--- src/knc_consts.vh ---
// constants for the knock limit and output control block
`ifndef KNC_CONSTS_VH
`define KNC_CONSTS_VH
`define KNC_NCH        18
`define KNC_LAST_CH    5'h11
`define KNC_GAIN_DEF   9'h064
`define KNC_GAIN_MAX   9'h12c
`define KNC_GAIN_RECIP 7'h29
`define KNC_GAIN_SHIFT 12
`define KNC_CLK_NS     100
`define KNC_TICK_CYC4  4'ha
`define KNC_TICK_CYC2  4'h5
`define KNC_RAMP_LAST  10'h3e7
`define KNC_RATE_SHIFT 4
`define KNC_ANA_FS     12'hfff
`define KNC_DISP_MIN   2'h0
`define KNC_DISP_MAX   2'h1
`define KNC_DISP_POS   2'h2
`define KNC_ENG_INLINE 2'h0
`define KNC_ENG_VTYPE  2'h1
`define KNC_ENG_IRREG  2'h2
`define KNC_ST_IDLE    2'h0
`define KNC_ST_DELAY   2'h1
`define KNC_ST_OPEN    2'h2
`define KNC_ST_EVAL    2'h3
`endif

--- src/knc_gain_scale.v ---
// per-channel gain scaler, gain of 100 passes the level unchanged
`timescale 1ns/1ps
`include "knc_consts.vh"
module knc_gain_scale (
  // raw level and gain
  input  wire [7:0] i_level,
  input  wire [8:0] i_gain,
  // scaled level, saturated
  output wire [7:0] o_level
);
  wire [23:0] prod;
  wire [11:0] quot;

  // multiply by reciprocal instead of dividing by 100, exact for 8-bit levels at gain 100
  assign prod    = i_level * i_gain * `KNC_GAIN_RECIP;
  assign quot    = prod[23:`KNC_GAIN_SHIFT];
  assign o_level = (quot > 12'h0ff) ? 8'hff : quot[7:0];
endmodule

--- src/knc_top.v ---
// knock limit decision, timing-retard output and trip control
`timescale 1ns/1ps
`include "knc_consts.vh"
module knc_top (
  // clock and reset
  input  wire        I_CLK,
  input  wire        I_RST,
  // engine timing and front end
  input  wire        I_SYNC,
  input  wire        I_LOAD_RED,
  input  wire [7:0]  I_CH_LEVEL,
  input  wire        I_CH_BAD,
  input  wire        I_CH_NOSIG,
  // engine configuration
  input  wire [1:0]  I_ENG_TYPE,
  input  wire        I_STROKE4,
  input  wire [4:0]  I_CYL_CNT,
  input  wire [7:0]  I_V_ANGLE,
  input  wire [15:0] I_WIN_DELAY,
  input  wire [15:0] I_WIN_WIDTH,
  // gain and firing sequence writes
  input  wire        I_GAIN_WE,
  input  wire [4:0]  I_GAIN_CH,
  input  wire [8:0]  I_GAIN_VAL,
  input  wire        I_SEQ_WE,
  input  wire [4:0]  I_SEQ_POS,
  input  wire [4:0]  I_SEQ_CYL,
  // output options
  input  wire [7:0]  I_RETARD_LIM,
  input  wire [7:0]  I_STOP_LIM,
  input  wire [11:0] I_DEC_RAMP,
  input  wire [7:0]  I_RET_GAIN,
  input  wire [11:0] I_MAX_OUT,
  input  wire        I_MAX_EN,
  input  wire [15:0] I_LR_DELAY,
  input  wire        I_INVERT,
  input  wire        I_LATCH_EN,
  input  wire        I_BAD_EN,
  input  wire        I_TRIP_POL,
  // display and diagnostics
  input  wire [1:0]  I_DISP_MODE,
  input  wire [4:0]  I_DISP_POS,
  input  wire [17:0] I_DISP_EN,
  input  wire        I_DIAG,
  input  wire        I_DIAG_KNOCK,
  input  wire        I_DIAG_TRIP,
  input  wire [11:0] I_DIAG_ANALOG,
  // outputs
  output reg         O_WINDOW,
  output reg  [4:0]  O_CH_SEL,
  output reg         O_KNOCK,
  output reg         O_KNOCK_LED,
  output reg         O_TRIP_CONTACT,
  output reg         O_EXHAUSTED,
  output reg         O_BAD_SENSOR,
  output reg  [17:0] O_BAD_MAP,
  output reg  [11:0] O_ANALOG,
  output reg  [7:0]  O_DISP_VAL,
  output reg  [4:0]  O_DISP_CYL
);
  reg  [8:0]  gain_q [0:`KNC_NCH-1];
  reg  [4:0]  seq_q  [0:`KNC_NCH-1];
  reg  [7:0]  int_q  [0:`KNC_NCH-1];
  reg  [17:0] over_r_q;
  reg  [17:0] over_s_q;
  reg  [17:0] bad_q;
  reg  [1:0]  eng_q;
  reg  [4:0]  cyl_cnt_q;
  reg  [1:0]  st_q;
  reg  [15:0] cnt_q;
  reg  [4:0]  pos_q;
  reg         sync_q;
  reg  [3:0]  div_q;
  reg  [9:0]  ramp_div_q;
  reg         tick;
  reg         ramp_en;
  reg  [11:0] retard_q;
  reg  [15:0] lr_cnt_q;
  reg         knock_prev_q;
  reg         latch_en_q;
  wire [7:0]  scaled;
  wire        knock_any;
  wire        stop_any;
  wire        trip;
  reg  [17:0] act;
  reg  [7:0]  mn;
  reg  [7:0]  mx;
  reg  [4:0]  mn_c;
  reg  [4:0]  mx_c;
  reg  [7:0]  kmax;
  reg  [12:0] up_sum;
  reg  [12:0] raw_d;
  reg  [11:0] retard_d;
  reg  [3:0]  tick_cyc;
  reg  [15:0] rate_p;
  integer     i;
  integer     gi;
  integer     si;

  // cylinder at a firing position for the current engine type
  function [4:0] cyl_at;
    input [4:0] pos;
    begin
      case (eng_q)
        `KNC_ENG_IRREG: cyl_at = seq_q[pos];
        `KNC_ENG_VTYPE: cyl_at = pos[0] ? ((cyl_cnt_q >> 1) + (pos >> 1)) : (pos >> 1);
        default:        cyl_at = pos;
      endcase
    end
  endfunction

  knc_gain_scale u_scale (
    .i_level (I_CH_LEVEL),
    .i_gain  (gain_q[O_CH_SEL]),
    .o_level (scaled)
  );

  // microsecond tick; a 2-stroke cycle is half as long so counts run twice as fast
  always @* begin
    tick_cyc = I_STROKE4 ? `KNC_TICK_CYC4 : `KNC_TICK_CYC2;
  end

  always @(posedge I_CLK) begin
    if (I_RST) begin
      div_q      <= 4'h0;
      tick       <= 1'b0;
      ramp_div_q <= 10'h000;
      ramp_en    <= 1'b0;
    end else begin
      tick    <= (div_q == tick_cyc - 4'h1);
      div_q   <= (div_q == tick_cyc - 4'h1) ? 4'h0 : div_q + 4'h1;
      ramp_en <= tick && (ramp_div_q == `KNC_RAMP_LAST);
      if (tick) begin
        ramp_div_q <= (ramp_div_q == `KNC_RAMP_LAST) ? 10'h000 : ramp_div_q + 10'h001;
      end
    end
  end

  // gain and firing sequence tables, written any time
  always @(posedge I_CLK) begin
    if (I_RST) begin
      for (gi = 0; gi < `KNC_NCH; gi = gi + 1) begin
        gain_q[gi] <= `KNC_GAIN_DEF;
        seq_q[gi]  <= gi[4:0];
      end
    end else begin
      if (I_GAIN_WE && I_GAIN_CH <= `KNC_LAST_CH) begin
        gain_q[I_GAIN_CH] <= (I_GAIN_VAL > `KNC_GAIN_MAX) ? `KNC_GAIN_MAX : I_GAIN_VAL;
      end
      if (I_SEQ_WE && I_SEQ_POS <= `KNC_LAST_CH) begin
        seq_q[I_SEQ_POS] <= I_SEQ_CYL;
      end
    end
  end

  // window sequencer: one cylinder per sync pulse, engine type and cylinder count taken at start of each cycle
  always @(posedge I_CLK) begin
    if (I_RST) begin
      st_q      <= `KNC_ST_IDLE;
      cnt_q     <= 16'h0000;
      pos_q     <= 5'h00;
      sync_q    <= 1'b0;
      eng_q     <= `KNC_ENG_INLINE;
      cyl_cnt_q <= 5'h01;
      O_WINDOW  <= 1'b0;
      O_CH_SEL  <= 5'h00;
      over_r_q  <= 18'h00000;
      over_s_q  <= 18'h00000;
      bad_q     <= 18'h00000;
      for (si = 0; si < `KNC_NCH; si = si + 1) begin
        int_q[si] <= 8'h00;
      end
    end else begin
      sync_q <= I_SYNC;
      case (st_q)
        `KNC_ST_IDLE: begin
          if (I_SYNC && !sync_q) begin
            if (pos_q == 5'h00) begin
              eng_q     <= I_ENG_TYPE;
              cyl_cnt_q <= (I_CYL_CNT == 5'h00 || I_CYL_CNT > `KNC_LAST_CH + 5'h01) ?
                           `KNC_LAST_CH + 5'h01 : I_CYL_CNT;
            end
            // second bank of a V engine fires later by the bank angle
            cnt_q    <= (eng_q == `KNC_ENG_VTYPE && pos_q[0]) ?
                        I_WIN_DELAY + {8'h00, I_V_ANGLE} : I_WIN_DELAY;
            O_CH_SEL <= cyl_at(pos_q);
            st_q     <= `KNC_ST_DELAY;
          end
        end
        `KNC_ST_DELAY: begin
          if (tick) begin
            if (cnt_q == 16'h0000) begin
              O_WINDOW <= 1'b1;
              cnt_q    <= I_WIN_WIDTH;
              st_q     <= `KNC_ST_OPEN;
            end else begin
              cnt_q <= cnt_q - 16'h0001;
            end
          end
        end
        `KNC_ST_OPEN: begin
          if (tick) begin
            if (cnt_q == 16'h0000) begin
              O_WINDOW <= 1'b0;
              st_q     <= `KNC_ST_EVAL;
            end else begin
              cnt_q <= cnt_q - 16'h0001;
            end
          end
        end
        `KNC_ST_EVAL: begin
          // front end holds the window peak on its level input through this sample, just after the window closes
          int_q[O_CH_SEL]    <= scaled;
          over_r_q[O_CH_SEL] <= scaled > I_RETARD_LIM;
          over_s_q[O_CH_SEL] <= scaled > I_STOP_LIM;
          bad_q[O_CH_SEL]    <= I_BAD_EN && I_CH_BAD && !I_CH_NOSIG;
          pos_q <= (pos_q + 5'h01 >= cyl_cnt_q) ? 5'h00 : pos_q + 5'h01;
          st_q  <= `KNC_ST_IDLE;
        end
        default: st_q <= `KNC_ST_IDLE;
      endcase
    end
  end

  // scan of all cylinders: monitoring uses every active one, display only the masked ones
  always @* begin
    act  = 18'h00000;
    mn   = 8'hff;
    mx   = 8'h00;
    mn_c = 5'h00;
    mx_c = 5'h00;
    kmax = 8'h00;
    for (i = 0; i < `KNC_NCH; i = i + 1) begin
      act[i] = (i < cyl_cnt_q);
      if (act[i] && int_q[i] > kmax) begin
        kmax = int_q[i];
      end
      if (act[i] && I_DISP_EN[i]) begin
        if (int_q[i] <= mn) begin
          mn   = int_q[i];
          mn_c = i[4:0];
        end
        if (int_q[i] >= mx) begin
          mx   = int_q[i];
          mx_c = i[4:0];
        end
      end
    end
  end

  assign knock_any = |(over_r_q & act);
  assign stop_any  = |(over_s_q & act);
  assign trip      = stop_any | (|(bad_q & act)) | O_EXHAUSTED;

  // retard integrator: up by gain times intensity, down by the ramp after any hold
  always @* begin
    rate_p = I_RET_GAIN * kmax;
    up_sum = {1'b0, retard_q} + {1'b0, rate_p[15:`KNC_RATE_SHIFT]};
    if (knock_any) begin
      raw_d = up_sum;
    end else if (lr_cnt_q != 16'h0000) begin
      raw_d = {1'b0, retard_q};
    end else if (retard_q > I_DEC_RAMP) begin
      raw_d = {1'b0, retard_q - I_DEC_RAMP};
    end else begin
      raw_d = 13'h0000;
    end
    if (I_MAX_EN && raw_d > {1'b0, I_MAX_OUT}) begin
      retard_d = I_MAX_OUT;
    end else if (raw_d[12]) begin
      retard_d = `KNC_ANA_FS;
    end else begin
      retard_d = raw_d[11:0];
    end
  end

  // load-reduction hold, armed when knocking ends while load is being shed
  always @(posedge I_CLK) begin
    if (I_RST) begin
      knock_prev_q <= 1'b0;
      lr_cnt_q     <= 16'h0000;
    end else begin
      knock_prev_q <= knock_any;
      if (knock_prev_q && !knock_any && I_LOAD_RED) begin
        lr_cnt_q <= I_LR_DELAY;
      end else if (knock_any) begin
        lr_cnt_q <= 16'h0000;
      end else if (ramp_en && lr_cnt_q != 16'h0000) begin
        lr_cnt_q <= lr_cnt_q - 16'h0001;
      end
    end
  end

  // retard value and exhausted status move once per ramp tick
  always @(posedge I_CLK) begin
    if (I_RST) begin
      retard_q    <= 12'h000;
      O_EXHAUSTED <= 1'b0;
    end else if (ramp_en) begin
      retard_q    <= retard_d;
      O_EXHAUSTED <= raw_d > {1'b0, I_MAX_OUT};
    end
  end

  // binary outputs, indicator latch and diagnostics override
  always @(posedge I_CLK) begin
    if (I_RST) begin
      latch_en_q     <= 1'b0;
      O_KNOCK        <= 1'b0;
      O_KNOCK_LED    <= 1'b0;
      O_TRIP_CONTACT <= 1'b0;
      O_BAD_SENSOR   <= 1'b0;
      O_BAD_MAP      <= 18'h00000;
    end else begin
      latch_en_q <= I_LATCH_EN;
      // knocking wins over the off-on clear so a fresh event is never lost
      O_KNOCK_LED  <= knock_any | (I_LATCH_EN & O_KNOCK_LED & latch_en_q);
      O_KNOCK      <= I_DIAG ? I_DIAG_KNOCK : knock_any;
      // polarity high inverts the contact so it is closed in normal running
      O_TRIP_CONTACT <= (I_DIAG ? I_DIAG_TRIP : trip) ^ I_TRIP_POL;
      O_BAD_SENSOR   <= |(bad_q & act);
      O_BAD_MAP      <= bad_q & act;
    end
  end

  // analog value and display value
  always @(posedge I_CLK) begin
    if (I_RST) begin
      O_ANALOG   <= 12'h000;
      O_DISP_VAL <= 8'h00;
      O_DISP_CYL <= 5'h00;
    end else begin
      if (I_DIAG) begin
        O_ANALOG <= I_DIAG_ANALOG;
      end else begin
        O_ANALOG <= I_INVERT ? `KNC_ANA_FS - retard_q : retard_q;
      end
      case (I_DISP_MODE)
        `KNC_DISP_MIN: begin
          O_DISP_VAL <= mn;
          O_DISP_CYL <= mn_c;
        end
        `KNC_DISP_MAX: begin
          O_DISP_VAL <= mx;
          O_DISP_CYL <= mx_c;
        end
        `KNC_DISP_POS: begin
          // position is 1-based in firing order
          O_DISP_CYL <= cyl_at(I_DISP_POS - 5'h01);
          O_DISP_VAL <= int_q[cyl_at(I_DISP_POS - 5'h01)];
        end
        default: begin
          O_DISP_VAL <= 8'h00;
          O_DISP_CYL <= 5'h00;
        end
      endcase
    end
  end
endmodule

--- config.mk ---
export PLATFORM = sky130hd
export DESIGN_NAME = knc_top
export DESIGN_NICKNAME = d
export VERILOG_FILES = /design/src/knc_gain_scale.v /design/src/knc_top.v
export VERILOG_INCLUDE_DIRS = /design/src /design/src/src
export SDC_FILE = /design/constraint.sdc
export NUM_CORES = 2
export LEC_CHECK = 0
export ABC_AREA = 1
export BUFFER_PORTS_ARGS = -buffer_cell sky130_fd_sc_hd__buf_2
export CORE_ASPECT_RATIO = 0.8
export CORE_UTILIZATION = 29
export DETAILED_ROUTE_END_ITERATION = 7
export SYNTH_ARGS = -nofsm -noshare
export SYNTH_HDL_FRONTEND = slang
export SYNTH_HIERARCHICAL = 1
export SYNTH_SLANG_ARGS = --single-unit
--- constraint.sdc ---
create_clock -name I_CLK -period 43.3 [get_ports I_CLK]
set_input_delay 2.165 -clock I_CLK [delete_from_list [all_inputs] [get_ports I_CLK]]
set_output_delay 2.165 -clock I_CLK [all_outputs]
set_load 0.005 [all_outputs]
==> metrics <==
hpwl dp=165,200 um; clk_lat worst skew=720 ps; clock buffer count from CTS=98; CP startpoint kind=input pin; Hold Path Class=flip-flop to flip-flop; I/O Buffers=250; Critical Path Max Stage Delay=820 ps; clock sink total=899; routed vias=57,680; Ys Warns=6; violation count after the first detailed-route iteration=5,994; worst setup path class=input pin to flip-flop; Resized cells post-CTS=0; Core Area=0.2184 mm^2; Cell Area, Synth=0.06401 mm^2; wire per inst=19.51 um; post-route ant nets=0; most area-consuming cells after synthesis=edfxtp_1 (33%), ha_1 (12%), nand2_1 (8.8%); syn_area_per_cell=8.079 um^2; drt first pass iters=6; CP required=43,930 ps; share of cells above drive strength 1=7.590%; most common cell in the netlist=nand2_1; Post-Syn Instances=7,923; M1 WL=100,000 um; vias in the first global route=54,380; setup ws final=4835 ps; combinational family with the most area after synthesis=simple AND/OR/NAND/NOR gates; H-tree depth=3; Seq cells post-synth=899; routed wl met3=17,830 um; row cnt=153; fillers=22,840; area share of the largest cell type after synthesis=33.03%; Tmin final=38,470 ps; Final Max Tran Viols=0; Max-slew headroom=13.09%; Synth area leader=edfxtp_1; slowest stage cell, crit path=o21ai_1; Seq/Total Area, Yosys=39.13%; hold buffers post-CTS=0; CTS tree=built; clk slew on worst S/H paths=60 ps; run status=finished clean; clk buf depth=3; fin crit share=88.83%; Max Cap Viol=0; DRC errors left=0; Buf/Inv on CP=26; Cell variety after synth=73; Critical Path AT=39,100 ps; Die ar.=0.2226 mm^2; Tightest Pin Transition=1299 ps; setup bufs post-CTS=0; endpoints failing setup=0; vias per std cell=5.132; EDFF count, synth=704; fmax=0.02600 GHz; Final Hold Vio Count=0; cell mode on critical path=o21a_1; dominant synthesized flop cell=edfxtp_1; Area growth syn-to-layout=12.83%; final net count=9,084; Vert. Die Dim=422.2 um; first-pass GRT wire length=331,200 um; Synth Area in Compound Gates=16.98%; WL met2=94,700 um; clock skew=41.07 ps; Top-Level Pins=251; Synth Area in XOR/XNOR=1.259%; Worst Setup End Kind=flip-flop; root buffer cell=clkbuf_16; post-synthesis adder-cell area fraction=14.36%; Routed WL=219,300 um; dpl ws=4793 ps; pin count of the biggest net entering global routing=98; effective utilization at floorplan=29.31%; crit-path max FO=18; GRT Residual Overflow=0; Post-synth top cells=nand2_1 (1,497), nor2_1 (1,014), inv_1 (933); Fin Setup TNS=0 ps; GRT Overall Usage=19.10%; mux share of post-synthesis cell area=0.5004%; highest routed layer=met5; GPL Wtd Cong=0.9396; RSZ-0062 raised after global routing=false; initial antenna violation count=24; Async S/R FF share, synth=0%; chip width=527.3 um; Worst path top cell family by delay=compound AO/OA/AOI/OAI gates; fraction of the mapped netlist area in simple logic gates=19.96%
## routing by layer
layer / global-route usage (%) / vias up
met5: 0 / -
met4: 5.738 / 12
met3: 2.755 / 353
met2: 29.31 / 2336
met1: 27.53 / 27520
li1: - / 27450
## cells by family after synthesis
| group | count (synthesis) |
|---|---|
| AND/OR/NAND/NOR | 3094 |
| AO/OA/AOI/OAI | 1827 |
| buffers and inverters | 1298 |
| multiplexers | 32 |
| flip-flops | 899 |
| adder cells (fa/ha/maj) | 680 |
| other | 1 |
| XOR/XNOR | 92 |
## worst register-to-register path: cells and delay by family (launching register included)
kind	cells	cell delay (ps)
flops	1	410
buf+inv	26	3210
mux	3	900
fa+ha+maj	17	5070
simple gates	43	5240
compound gates	121	23080
## path summary, 6_finish.rpt
kind | slack, ps | end | cells past startpoint | start
worst max-delay path | 4830 | O_DISP_CYL[1] | 207 | I_DISP_EN[0]
worst min register to register | 470 | O_KNOCK_LED | 1 | latch_en_q
worst min-delay path | 470 | O_KNOCK_LED | 1 | latch_en_q
worst max register to register | 5400 | O_DISP_CYL[1] | 210 | cyl_cnt_q[3]
## layout by cell type, fill, tap and decap left out, types with 32 or more instances in the layout
cell       count
xor2_1        54
clkinv_1      44
o21ai_0      765
inv_1        931
nand2_1     1497
conb_1       196
edfxtp_1     704
nand4_1       49
clkbuf_16    103
a31oi_1       38
nand3_1      344
o211ai_1      88
nor3_1        42
buf_2        249
o21a_1        47
mux2i_1       32
o21bai_1      36
nand2_2       62
a21oi_1      442
xnor2_1       37
ha_1         589
fa_1          91
o22ai_1       75
o221ai_1     110
buf_4         67
dfxtp_1      192
nor2_1      1014
## area by class of cell
cell class                      count  area, um^2  area share (%)
Inverter                          971        3662           5.071
Tap cell                         2945        3685           5.102
Antenna cell                        6       15.01         0.02079
Multi-Input combinational cell   5921       34760           48.12
Clock inverter                     50       536.8          0.7432
Clock buffer                      130        2769           3.834
Timing Repair Buffer              316        1749           2.422
Sequential cell                   899       25050           34.68
## registers in the layout (all words and copies together), names as in the netlist, 18 cells and up, named ones only
name / cells
int_q: 256
over_r_q: 18
seq_q: 160
bad_q: 18
gain_q: 288
O_BAD_MAP: 18
over_s_q: 18
## stage by stage
stage | util [%] | instances | hold WS, ps | cell area (um^2)
2_1_floorplan | - | 8118 | 426.0 | 64740
3_3_place_gp | 31.55 | 11050 | 449.9 | 68900
3_5_place_dp | 31.55 | 11050 | 457.5 | 68900
4_1_cts | 33.06 | 11230 | 473.7 | 72210
5_1_grt | 33.07 | 11240 | 490.0 | 72220
6_report | 33.07 | 11240 | 472.0 | 72220
Power is left out: the tool's default activity adds up to more than one toggle a clock period on the data nets, which glitch-free logic cannot reach.
